**src/hw/lsp_pkg.sv**
```systemverilog
`default_nettype none

package lsp_pkg;

  // fixed target addresses of the two variants
  localparam logic [6:0] ADDR_VARIANT_A = 7'h29;
  localparam logic [6:0] ADDR_VARIANT_B = 7'h10;
  localparam int RW_BIT = 0;

  // command codes
  localparam logic [7:0] CMD_CONF0 = 8'h00;
  localparam logic [7:0] CMD_CONF1 = 8'h01;
  localparam logic [7:0] CMD_THR_HI_L = 8'h04;
  localparam logic [7:0] CMD_THR_HI_H = 8'h05;
  localparam logic [7:0] CMD_THR_LO_L = 8'h06;
  localparam logic [7:0] CMD_THR_LO_H = 8'h07;
  localparam logic [7:0] CMD_LIGHT_L = 8'h10;
  localparam logic [7:0] CMD_LIGHT_H = 8'h11;
  localparam logic [7:0] CMD_IR_L = 8'h12;
  localparam logic [7:0] CMD_IR_H = 8'h13;
  localparam logic [7:0] CMD_ID_L = 8'h14;
  localparam logic [7:0] CMD_ID_H = 8'h15;
  localparam logic [7:0] CMD_INT_EVT = 8'h17;

  // reset values and field positions
  localparam logic [7:0] CONF0_RST = 8'h01;
  localparam logic [7:0] CONF1_RST = 8'h00;
  localparam logic [7:0] BYTE_ZERO = 8'h00;
  localparam logic [15:0] WORD_ZERO = 16'h0000;
  localparam int CORE_PD_BIT = 0;
  localparam int INT_EN_BIT = 1;
  localparam int TRIG_BIT = 2;
  localparam int CHAN_PD_BIT = 7;
  localparam logic [7:0] TRIG_MASK = 8'h04;

  // byte framing
  localparam int BIT_CNT_W = 4;
  localparam logic [3:0] BIT_CNT_ZERO = 4'h0;
  localparam logic [3:0] BIT_CNT_ONE = 4'h1;
  localparam logic [3:0] BYTE_BITS = 4'h8;
  localparam logic [1:0] PHASE_ADDR = 2'h0;
  localparam logic [1:0] PHASE_CMD = 2'h1;
  localparam logic [1:0] PHASE_DATA = 2'h2;

  // serial clock range and stuck-low timeout
  localparam int SCL_MIN_HZ = 10_000;
  localparam int SCL_MAX_HZ = 400_000;
  localparam int CLK_HZ = 200_000_000;
  localparam int TIMEOUT_MIN_MS = 25;
  localparam int TIMEOUT_MAX_MS = 35;
  localparam int TIMEOUT_CYC = (CLK_HZ / 1000) * TIMEOUT_MIN_MS;

  typedef enum logic [2:0] {
    ST_IDLE = 3'b000,
    ST_RX   = 3'b001,
    ST_ACK  = 3'b010,
    ST_TX   = 3'b011,
    ST_RACK = 3'b100
  } lsp_state_t;

endpackage : lsp_pkg

`default_nettype wire

```
**src/hw/lsp_target.sv**
```systemverilog
// Operation
// - the port works with serial clocks from 10 kHz to 400 kHz in standard and fast modes.
// - variant one answers at 7-bit address 0x29, write byte 0x52 and read byte 0x53.
// - variant two answers at 7-bit address 0x10, write byte 0x20 and read byte 0x21.
// - the address byte's lowest bit picks direction, 0 for host write and 1 for host read.
// - every register access names its register with an 8-bit command code after the address; a read sent without one starts at the held pointer.
// - codes 0x00 to 0x17 are decoded, and 0x02, 0x03, 0x08 to 0x0F and 0x16 map to nothing.
// - on entering shutdown the last measurement stays in the result registers.
// - result registers stay readable in shutdown and return the kept measurement.
// - a clock or data line held low for 25 ms to 35 ms is taken as a bus timeout.
// - the interrupt pin is open drain, pulled low only while asserted.
// - register 0x00 reads 0x01 after reset, so the device starts shut down.
// - bit 0 of register 0x00 shuts the core supply down at 1 and turns it on at 0.
// - bit 7 of register 0x01 shuts both light channels down at 1 and enables them at 0.
// - the 16-bit light result reads as low byte at 0x10 and high byte at 0x11.
`default_nettype none

module lsp_target #(
  parameter bit ADDR_SEL = 1'b0,
  parameter int TIMEOUT_CYC = lsp_pkg::TIMEOUT_CYC,
  parameter logic [7:0] ID_LOW = 8'h5A,  // arbitrary value
  parameter logic [7:0] ID_HIGH = 8'hA5  // arbitrary value
) (
  input wire logic i_ref_clk,
  input wire logic i_rst,
  input wire logic i_scl,
  input wire logic i_sda,
  output var logic o_sda_out,
  output var logic o_sda_oe,
  input wire logic i_result_valid,
  input wire logic [15:0] i_light_result,
  input wire logic [15:0] i_ir_result,
  input wire logic i_int_req,
  input wire logic [7:0] i_int_flags,
  output var logic o_int_out,
  output var logic o_int_oe,
  output var logic [7:0] o_conf0,
  output var logic [7:0] o_conf1,
  output var logic o_core_power_down,
  output var logic o_channel_power_down,
  output var logic [15:0] o_thr_high,
  output var logic [15:0] o_thr_low,
  output var logic o_trig,
  output var logic o_bus_timeout
);

  localparam int TMO_W = $clog2(TIMEOUT_CYC + 1);
  localparam logic [TMO_W-1:0] TMO_TOP = TMO_W'(TIMEOUT_CYC);
  localparam logic [TMO_W-1:0] TMO_LAST = TMO_W'(TIMEOUT_CYC - 1);
  localparam logic [TMO_W-1:0] TMO_ZERO = '0;

  lsp_pkg::lsp_state_t state_r;
  logic scl_q_r;
  logic scl_d_r;
  logic sda_q_r;
  logic sda_d_r;
  logic [lsp_pkg::BIT_CNT_W-1:0] bit_cnt_r;
  logic [7:0] shift_r;
  logic [1:0] phase_r;
  logic rw_r;
  logic [7:0] ptr_r;
  logic [TMO_W-1:0] low_cnt_r;
  logic [7:0] conf0_r;
  logic [7:0] conf1_r;
  logic [15:0] thr_hi_r;
  logic [15:0] thr_lo_r;
  logic [15:0] light_r;
  logic [15:0] ir_r;

  // read-back decode of one command code
  function automatic logic [7:0] rd_byte(input logic [7:0] code);
    logic [7:0] val;
    val = lsp_pkg::BYTE_ZERO;  // undefined and reserved codes read zero
    case (code)
      lsp_pkg::CMD_CONF0: val = conf0_r;
      lsp_pkg::CMD_CONF1: val = conf1_r;
      lsp_pkg::CMD_THR_HI_L: val = thr_hi_r[7:0];
      lsp_pkg::CMD_THR_HI_H: val = thr_hi_r[15:8];
      lsp_pkg::CMD_THR_LO_L: val = thr_lo_r[7:0];
      lsp_pkg::CMD_THR_LO_H: val = thr_lo_r[15:8];
      lsp_pkg::CMD_LIGHT_L: val = light_r[7:0];
      lsp_pkg::CMD_LIGHT_H: val = light_r[15:8];
      lsp_pkg::CMD_IR_L: val = ir_r[7:0];
      lsp_pkg::CMD_IR_H: val = ir_r[15:8];
      lsp_pkg::CMD_ID_L: val = ID_LOW;
      lsp_pkg::CMD_ID_H: val = ID_HIGH;
      lsp_pkg::CMD_INT_EVT: val = i_int_flags;
      default: val = lsp_pkg::BYTE_ZERO;
    endcase
    return val;
  endfunction : rd_byte

  // line sampling for edge and condition detection
  always_ff @(posedge i_ref_clk) begin
    if (i_rst) begin
      scl_q_r <= 1'b1;
      scl_d_r <= 1'b1;
      sda_q_r <= 1'b1;
      sda_d_r <= 1'b1;
    end else begin
      scl_q_r <= i_scl;
      scl_d_r <= scl_q_r;
      sda_q_r <= i_sda;
      sda_d_r <= sda_q_r;
    end
  end

  // bus events; edges are seen at any rate up to the fast-mode clock
  wire scl_rise = scl_q_r & ~scl_d_r;
  wire scl_fall = ~scl_q_r & scl_d_r;
  wire start_cond = scl_q_r & scl_d_r & sda_d_r & ~sda_q_r;
  wire stop_cond = scl_q_r & scl_d_r & ~sda_d_r & sda_q_r;

  // address match against the selected variant
  wire [6:0] own_addr = ADDR_SEL ? lsp_pkg::ADDR_VARIANT_B
                                 : lsp_pkg::ADDR_VARIANT_A;
  wire addr_hit = (shift_r[7:1] == own_addr);
  wire byte_done = (state_r == lsp_pkg::ST_RX) & scl_fall & (bit_cnt_r == lsp_pkg::BYTE_BITS);
  wire in_addr = (phase_r == lsp_pkg::PHASE_ADDR);
  wire in_cmd = (phase_r == lsp_pkg::PHASE_CMD);
  wire in_data = (phase_r == lsp_pkg::PHASE_DATA);
  wire [7:0] rd_sel = rd_byte(ptr_r);
  wire [7:0] ptr_inc = ptr_r + 8'h01;
  wire [1:0] phase_inc = in_data ? lsp_pkg::PHASE_DATA : phase_r + 2'h1;

  // register write strobes, one byte per data phase
  wire wr_stb = byte_done & in_data;
  wire wr_conf0 = wr_stb & (ptr_r == lsp_pkg::CMD_CONF0);
  wire wr_conf1 = wr_stb & (ptr_r == lsp_pkg::CMD_CONF1);
  wire wr_hi_l = wr_stb & (ptr_r == lsp_pkg::CMD_THR_HI_L);
  wire wr_hi_h = wr_stb & (ptr_r == lsp_pkg::CMD_THR_HI_H);
  wire wr_lo_l = wr_stb & (ptr_r == lsp_pkg::CMD_THR_LO_L);
  wire wr_lo_h = wr_stb & (ptr_r == lsp_pkg::CMD_THR_LO_H);

  // stuck-low watch on either line
  wire lines_high = scl_q_r & sda_q_r;
  wire timeout_hit = (low_cnt_r == TMO_LAST);

  // low-time counter, saturates so the timeout fires once per episode
  always_ff @(posedge i_ref_clk) begin
    if (i_rst || lines_high) begin
      low_cnt_r <= TMO_ZERO;
    end else if (low_cnt_r != TMO_TOP) begin
      low_cnt_r <= low_cnt_r + TMO_W'(1);
    end
  end

  // byte-level transfer machine
  always_ff @(posedge i_ref_clk) begin
    if (i_rst) begin
      state_r <= lsp_pkg::ST_IDLE;
      bit_cnt_r <= lsp_pkg::BIT_CNT_ZERO;
      shift_r <= lsp_pkg::BYTE_ZERO;
      phase_r <= lsp_pkg::PHASE_ADDR;
      rw_r <= 1'b0;
      ptr_r <= lsp_pkg::BYTE_ZERO;
      o_sda_oe <= 1'b0;
    end else if (timeout_hit || stop_cond) begin
      state_r <= lsp_pkg::ST_IDLE;
      o_sda_oe <= 1'b0;
    end else if (start_cond) begin
      // start or repeated start restarts address reception
      state_r <= lsp_pkg::ST_RX;
      bit_cnt_r <= lsp_pkg::BIT_CNT_ZERO;
      phase_r <= lsp_pkg::PHASE_ADDR;
      o_sda_oe <= 1'b0;
    end else begin
      unique case (state_r)
        lsp_pkg::ST_IDLE: begin
          o_sda_oe <= 1'b0;
        end
        lsp_pkg::ST_RX: begin
          if (scl_rise) begin
            shift_r <= {shift_r[6:0], sda_q_r};
            bit_cnt_r <= bit_cnt_r + lsp_pkg::BIT_CNT_ONE;
          end else if (byte_done) begin
            bit_cnt_r <= lsp_pkg::BIT_CNT_ZERO;
            phase_r <= phase_inc;
            if (in_addr && !addr_hit) begin
              state_r <= lsp_pkg::ST_IDLE;
            end else begin
              state_r <= lsp_pkg::ST_ACK;
              o_sda_oe <= 1'b1;
            end
            if (in_addr) begin
              rw_r <= shift_r[lsp_pkg::RW_BIT];
            end
            if (in_cmd) begin
              ptr_r <= shift_r;
            end
            if (in_data) begin
              ptr_r <= ptr_inc;  // low then high byte
            end
          end
        end
        lsp_pkg::ST_ACK: begin
          if (scl_fall) begin
            if (rw_r) begin
              shift_r <= rd_sel;
              o_sda_oe <= ~rd_sel[7];
              bit_cnt_r <= lsp_pkg::BIT_CNT_ONE;
              state_r <= lsp_pkg::ST_TX;
            end else begin
              o_sda_oe <= 1'b0;
              state_r <= lsp_pkg::ST_RX;
            end
          end
        end
        lsp_pkg::ST_TX: begin
          if (scl_fall) begin
            if (bit_cnt_r == lsp_pkg::BYTE_BITS) begin
              o_sda_oe <= 1'b0;
              state_r <= lsp_pkg::ST_RACK;
            end else begin
              shift_r <= {shift_r[6:0], 1'b0};
              o_sda_oe <= ~shift_r[6];
              bit_cnt_r <= bit_cnt_r + lsp_pkg::BIT_CNT_ONE;
            end
          end
        end
        lsp_pkg::ST_RACK: begin
          if (scl_rise) begin
            if (sda_q_r) begin
              state_r <= lsp_pkg::ST_IDLE;
            end else begin
              ptr_r <= ptr_inc;  // high byte follows low
            end
          end else if (scl_fall) begin
            shift_r <= rd_sel;
            o_sda_oe <= ~rd_sel[7];
            bit_cnt_r <= lsp_pkg::BIT_CNT_ONE;
            state_r <= lsp_pkg::ST_TX;
          end
        end
        default: begin
          state_r <= lsp_pkg::ST_IDLE;
          o_sda_oe <= 1'b0;
        end
      endcase
    end
  end

  // configuration registers; 0x00 and 0x01 each take their own data byte on its own strobe
  always_ff @(posedge i_ref_clk) begin
    if (i_rst) begin
      conf0_r <= lsp_pkg::CONF0_RST;
      conf1_r <= lsp_pkg::CONF1_RST;
      o_trig <= 1'b0;
    end else begin
      if (wr_conf0) begin
        conf0_r <= shift_r & ~lsp_pkg::TRIG_MASK;  // trigger bit self-clears
      end
      if (wr_conf1) begin
        conf1_r <= shift_r;
      end
      o_trig <= wr_conf0 & shift_r[lsp_pkg::TRIG_BIT];
    end
  end

  // threshold window registers
  always_ff @(posedge i_ref_clk) begin
    if (i_rst) begin
      thr_hi_r <= lsp_pkg::WORD_ZERO;
      thr_lo_r <= lsp_pkg::WORD_ZERO;
    end else begin
      if (wr_hi_l) thr_hi_r[7:0] <= shift_r;
      if (wr_hi_h) thr_hi_r[15:8] <= shift_r;
      if (wr_lo_l) thr_lo_r[7:0] <= shift_r;
      if (wr_lo_h) thr_lo_r[15:8] <= shift_r;
    end
  end

  // power-down controls decoded from the configuration
  wire core_pd = conf0_r[lsp_pkg::CORE_PD_BIT];
  wire chan_pd = conf1_r[lsp_pkg::CHAN_PD_BIT];
  wire shut_down = core_pd | chan_pd;

  // results captured only while running, held through shutdown
  always_ff @(posedge i_ref_clk) begin
    if (i_rst) begin
      light_r <= lsp_pkg::WORD_ZERO;
      ir_r <= lsp_pkg::WORD_ZERO;
    end else if (i_result_valid && !shut_down) begin
      light_r <= i_light_result;
      ir_r <= i_ir_result;
    end
  end

  // output flops: open-drain pins drive low only when enabled
  always_ff @(posedge i_ref_clk) begin
    if (i_rst) begin
      o_sda_out <= 1'b0;
      o_int_out <= 1'b0;
      o_int_oe <= 1'b0;
      o_bus_timeout <= 1'b0;
      o_core_power_down <= 1'b1;
      o_channel_power_down <= 1'b0;
    end else begin
      o_sda_out <= 1'b0;
      o_int_out <= 1'b0;
      o_int_oe <= i_int_req & conf0_r[lsp_pkg::INT_EN_BIT];
      o_bus_timeout <= timeout_hit;
      o_core_power_down <= core_pd;
      o_channel_power_down <= chan_pd;
    end
  end

  // configuration mirrors for the sensing core
  assign o_conf0 = conf0_r;
  assign o_conf1 = conf1_r;
  assign o_thr_high = thr_hi_r;
  assign o_thr_low = thr_lo_r;

endmodule : lsp_target

`default_nettype wire

```
**config.mk**
```make
export PLATFORM = sky130hd
export DESIGN_NAME = lsp_target
export DESIGN_NICKNAME = d
export VERILOG_FILES = /design/src/hw/lsp_pkg.sv /design/src/hw/lsp_target.sv
export SDC_FILE = /design/constraint.sdc
export NUM_CORES = 1
export LEC_CHECK = 0
export BUFFER_PORTS_ARGS = -buffer_cell sky130_fd_sc_hd__buf_2
export CORE_ASPECT_RATIO = 1.75
export CORE_MARGIN = 3
export CORE_UTILIZATION = 55
export DETAILED_ROUTE_END_ITERATION = 6
export PLACE_DENSITY = 0.75
export SETUP_SLACK_MARGIN = 0.2
export SLEW_MARGIN = 20
export SYNTH_ARGS = -nofsm -noshare
export SYNTH_HDL_FRONTEND = slang
export SYNTH_SLANG_ARGS = --single-unit
```
**constraint.sdc**
```tcl
create_clock -name i_ref_clk -period 3.2 [get_ports i_ref_clk]
set_input_delay 0.32 -clock i_ref_clk [delete_from_list [all_inputs] [get_ports i_ref_clk]]
set_output_delay 0.32 -clock i_ref_clk [all_outputs]
set_load 0.03 [all_outputs]
```
; ---- Word level (Yosys, flattened, before mapping)
; Cells that the tools add are included.
[word_totals]
word_cells = 189
ff_bits = 138
in_bits = 46
[classes]
add_sub_neg = 4
n_bitwise = 30
eq_ne = 52
n_reduce_logical = 24
n_mux = 53
[ops]
columns = cell, n
row1 = 2-to-1 mux 8 bit, 13
row2 = one-hot mux 8 bit (13 select lines), 1
row3 = "equality test 8 x 5 -> 1 bit, second input constant", 7
row4 = 2-to-1 mux 4 bit, 9
row5 = "!= test 3 bit, second input constant", 12
row6 = "equality test 8 x 3 -> 1 bit, second input constant", 4
row7 = one-hot mux 8 bit (4 select lines), 1
row8 = "!= test 2 bit, second input constant", 14
row9 = 2-to-1 mux 3 bit, 8
row10 = AND reduction 8 bit, 3
row11 = "adder 23 x 1 -> 23 bit, second input constant", 1
row12 = "equality test 23 bit, second input constant", 1
row13 = "!= test 23 bit, second input constant", 1
row14 = AND 1 bit, 19
row15 = one-hot mux 4 bit (4 select lines), 1
row16 = one-hot mux 8 bit (2 select lines), 1
row17 = one-hot mux 3 bit (5 select lines), 1
row18 = 2-to-1 mux 2 bit, 7
row19 = "!= test 4 bit, second input constant", 3
row20 = 2-to-1 mux 1 bit, 10
row21 = inverter 1 bit, 10
row22 = AND reduction 10 bit, 1
row23 = AND reduction 9 bit, 1
row24 = "adder 8 x 1 -> 8 bit, second input constant", 1
row25 = other kinds (27), 33

; ---- Longest topological paths before layout
[logic_depth]
depth_word = 8
depth_mapped = 10
ltp_nobuf = 8

; ---- Least setup slack after synthesis
; Ideal clock, no wire load.
[synth_timing]
kind = reg2reg
from = register ptr_r[0]
to = register shift_r[4]
period_less_slack_ns = 2.105
arrival_time_ns = 1.982
setup_slack_ns = 1.095
required_time_ns = 3.077
path_buffers = 2
setup_time_ns = 0.123
path_stages_with_launch = 10
path_cell_list = dfxtp_1 -> inv_1 -> ha_1 -> clkbuf_1 -> clkbuf_1 -> a221oi_1 -> o32ai_1 -> a211o_1 -> a221oi_1 -> nor2_1
[synth_via]
elab_chain_cells = 5
word_cells_on_any_way = 19
classes_between = 12 x eq/ne / 6 x mux / 1 x reduce/logical
[synth_lines]
columns = item, line
row1 = from (decl), lsp_target.sv:61  ; logic [7:0] ptr_r;
row2 = from (signal assigned), lsp_target.sv:156  ; ptr_r <= lsp_pkg::BYTE_ZERO;
row3 = from (signal assigned), lsp_target.sv:189  ; ptr_r <= shift_r;
row4 = from (signal assigned), lsp_target.sv:192  ; ptr_r <= ptr_inc;
row5 = equality test 8 x 5 -> 1 bit (tied with other cells), lsp_target.sv:74  ; case (code)
row6 = one-hot mux 8 bit (13 select lines) (*), lsp_target.sv:74
row7 = 2-to-1 mux 8 bit (on tied branches), "lsp_target.sv:228, lsp_target.sv:198"
row8 = 2-to-1 mux 8 bit (on tied branches), "lsp_target.sv:222, lsp_target.sv:197"
row9 = one-hot mux 8 bit (4 select lines) (*), lsp_target.sv:168  ; unique case (state_r)
row10 = to (signal assigned), lsp_target.sv:174  ; shift_r <= {shift_r[6:0], sda_q_r};
row11 = to (signal assigned), lsp_target.sv:215  ; shift_r <= {shift_r[6:0], 1'b0};
row12 = to (signal assigned), lsp_target.sv:229  ; shift_r <= rd_sel;
row13 = to (decl), lsp_target.sv:58  ; logic [7:0] shift_r;
; Every way passes the cells marked *; elsewhere a longest branch is shown, timed or not. The select of a mux whose other input is x is not followed.
; A chain may end at the register's enable or synchronous reset.

; ---- Worst setup path in the final report
[layout_timing]
from = register ptr_r[0]
to = register o_sda_oe
[layout_via]
elab_chain_cells = 6
word_cells_on_any_way = 20
classes_between = 12 x eq/ne / 6 x mux / 1 x bitwise / 1 x reduce/logical
[layout_lines]
columns = item, line
row1 = equality test 8 x 5 -> 1 bit (tied with other cells), lsp_target.sv:74
row2 = one-hot mux 8 bit (13 select lines) (*), lsp_target.sv:74
row3 = inverter 1 bit (*), "lsp_target.sv:200, lsp_target.sv:230"
row4 = 2-to-1 mux 1 bit (on tied branches), "lsp_target.sv:228, lsp_target.sv:198"
row5 = 2-to-1 mux 1 bit (on tied branches), "lsp_target.sv:222, lsp_target.sv:197"
row6 = one-hot mux 1 bit (4 select lines) (*), lsp_target.sv:168
row7 = to (signal assigned), lsp_target.sv:200  ; o_sda_oe <= ~rd_sel[7];
row8 = to (signal assigned), lsp_target.sv:216  ; o_sda_oe <= ~shift_r[6];
row9 = to (signal assigned), lsp_target.sv:230  ; o_sda_oe <= ~rd_sel[7];
row10 = to (decl), lsp_target.sv:29  ; output var logic o_sda_oe,
; Marks and branches as above.

==> metrics.md <==
| Metric | Value |
|---|---|
| Status | `finished with violations` |
| Failing checks | `design-rule violations` |
| F_max | `392 MHz` |
| Worst-case reg-to-reg path depth | `8` |
| Initial Util | `0.568` |
| Number of global-route vias before repair | `6363` |
| Number of diodes | `0` |
| Routed WL per cell | `19.6 um` |
| Clock root cell | `clkbuf_16` |
| H-tree depth | `4` |
| Die area | `14000 um2` |
| Power density cells | `492 nW/um2` |
| Clock-pin transition on the worst setup and hold timing paths | `60 ps` |
| Largest net degree at the start of global routing | `100` |
| VDD IR-drop max | `350 uV` |
| # rows | `53` |
| Hold Crit Depth | `2` |
| Postcts setup bufs | `0` |
| Share of layout cells above drive strength 1 | `0.195` |
| Post-place setup slack | `680 ps` |
| Flops & latches, synth | `138` |
| Syn avg cell area | `8.45 um2` |
| Routed Antenna Nets | `0` |
| Layout net count | `947` |
| EDFF count, synth | `0` |
| Gr ovfl total | `0` |
| DIE HEIGHT | `155 um` |
| Final Hold Fails | `0` |
| Clock buffer depth | `2` |
| CTS Hold Bufs | `0` |
| Global-route usage over all layers | `0.298` |
| R2r setup slk | `650 ps` |
| Post-synthesis async set-or-reset flop share | `0` |
| TNS Setup | `0 ps` |
| IO Port Bufs | `98` |
| Critical path type | `reg2reg` |
| Crit-path max FO | `17` |
| First-pass GRT wire length | `33.2 mm` |
| Synth Instances | `821` |
| Gpl congestion | `0.961` |
| Netlist Area Pre-Place | `6930 um2` |
| Initial antenna violation count | `0` |
| RSZ-0062 raised after global routing | `no` |
| CTS tree | `yes` |
| Ports | `102` |
| Worst Setup Start Kind | `register` |
| Yosys Warn Count | `0` |
| Post-DP Area | `7380 um2` |
| Worst path arrival time | `2890 ps` |
| Cts repair resizes | `0` |
| Clock Sinks | `138` |
| DRT Pass-1 Iters | `7` |
| Die Wd | `90.9 um` |
| Synthesis-to-finish area growth | `15.0%` |
| Via count | `6493` |
| Final worst path period need | `2550 ps` |
| Final number of setup-violating endpoints | `0` |
| Worst Slack Setup Final | `650 ps` |
| Iter 0 DRT Violations | `435` |
| Max Cap Viol | `0` |
| Max Slew Vio Count | `0` |
| Register area share after synthesis | `0.398` |
| Fillcell total | `1104` |
| Unique cell type count in the Yosys netlist | `85` |
| Critical Path End Type | `register` |
| CP Data Required Time | `3540 ps` |
| Least-Margin Pin Slew | `1020 ps` |
| Non-filler cells, final | `1066` |
| Worst hold path class | `in2reg` |
| Post-DP HPWL | `15.2 mm` |
| Skew final | `13.9 ps` |
| Rel. slew slack | `0.319` |
| Core ar. | `12200 um2` |
| Post-route design area | `7970 um2` |
| Worst-skew pair later-pin latency | `420 ps` |
| CTS buffer count | `17` |
| Synth Flop Type | `dfxtp_1` |
| Vias/cell | `6.09` |
| Final WL | `20.9 mm` |
| Final period utilization | `0.797` |
| Static leakage | `3.31 nW` |
| Post-Place Cells | `1034` |
| Residual DRC count | `10` |
## Yosys cell counts (all sizes together) (5+ instances only)
master | n | area (um2)
dfxtp | 138 | 2760
nand2 | 113 | 454
nor2 | 96 | 368
a21oi | 59 | 299
clkbuf | 44 | 196
mux2i | 41 | 410
o21ai | 31 | 159
nand3 | 29 | 145
a22oi | 25 | 188
inv | 20 | 75.1
buf | 18 | 134
and3 | 14 | 90.1
ha | 13 | 163
nor3 | 13 | 75.1
xor2 | 13 | 114
a22o | 9 | 78.8
nor2b | 9 | 56.3
a221oi | 8 | 70.1
xnor2 | 8 | 70.1
and2 | 7 | 45.1
o22ai | 7 | 43.8
a222oi | 6 | 60.1
nand2b | 6 | 37.5
nand4 | 6 | 37.5
o211ai | 6 | 50.1
and4 | 5 | 43.8
## sequential cells by signal, indices dropped and copies added (netlist names), 7 cells and up
name        flops
low_cnt_r      23
ir_r           16
light_r        16
o_thr_high     16
o_thr_low      16
o_conf1         8
ptr_r           8
shift_r         8
o_conf0         7
## power by group
part           internal, mW  leakage [nW]  total [mW]  switching, mW
Combinational        0.0659          1.91       0.162         0.0959
Clock                  1.17         0.288        1.98          0.812
Sequential             1.73          1.11        1.79         0.0519
Total                  2.97          3.31        3.93          0.960
## final timing paths
| path | startpoint | endpoint |
|---|---|---|
| worst max-delay path | ptr_r[0]$_SDFFE_PP0P_ | o_sda_oe$_SDFFE_PP0P_ |
| worst min-delay path | i_scl | scl_q_r$_SDFF_PP1_ |
| worst max register to register | ptr_r[0]$_SDFFE_PP0P_ | o_sda_oe$_SDFFE_PP0P_ |
| worst min register to register | ir_r[8]$_SDFFE_PP0P_ | ir_r[8]$_SDFFE_PP0P_ |
## cells by family after synthesis
family	after synthesis	share of synthesized area
compound gates	188	0.183
xor+xnor	21	0.0265
fa+ha+maj	13	0.0235
buf+inv	83	0.0597
flops	138	0.398
mux	45	0.0657
other cells	1	0.000541
simple gates	332	0.243
## layout by cell type, fill, tap and decap left out, types with 17 or more instances in the layout
master       n
a21oi_1     58
a22oi_1     25
buf_2       98
clkbuf_16   17
dfxtp_1    138
inv_1       20
mux2i_1     41
nand2_1    109
nand3_1     29
nor2_1      95
o21ai_0     30
## cell type report
type	count	area (um2)	share of cell area
clock buffers	18	429	0.0538
clock inverters	14	163	0.0204
inverters	20	75.1	0.00941
multi-input cells	602	3760	0.472
flip-flops and latches	138	2760	0.346
well taps	165	206	0.0259
repair buffers	109	573	0.0719
## worst max-delay path: stages, from the launching register on
cell	delay (ps)
dfxtp_1	440
inv_1	110
ha_1	480
a22o_1	340
nor3_1	160
a21oi_1	70
a211o_1	360
o31a_1	300
nor4b_2	200
## through the flow
| stage | power (mW) | util | hold slack (ps) |
|---|---|---|---|
| 6_report | 3.93 | 0.654 | 93.3 |
| 5_1_grt | 4.05 | 0.654 | 97.8 |
| 4_1_cts | 3.95 | 0.654 | 80.1 |
| 3_5_place_dp | 1.98 | 0.605 | 447 |
| 3_3_place_gp | 1.98 | 0.605 | 446 |
| 2_1_floorplan | 1.92 | - | 424 |
## metal layers
layer / vias to the layer above / track usage / share of wire / routed length, um
met4: 0 / 0.185 / 0.067 / 1390
met3: 81 / 0.0550 / 0.052 / 1080
met2: 269 / 0.542 / 0.52 / 10800
met5: - / 0 / 0 / 0
li1: 3036 / - / - / -
met1: 3107 / 0.313 / 0.36 / 7610
(Power assumes the default switching activity.)
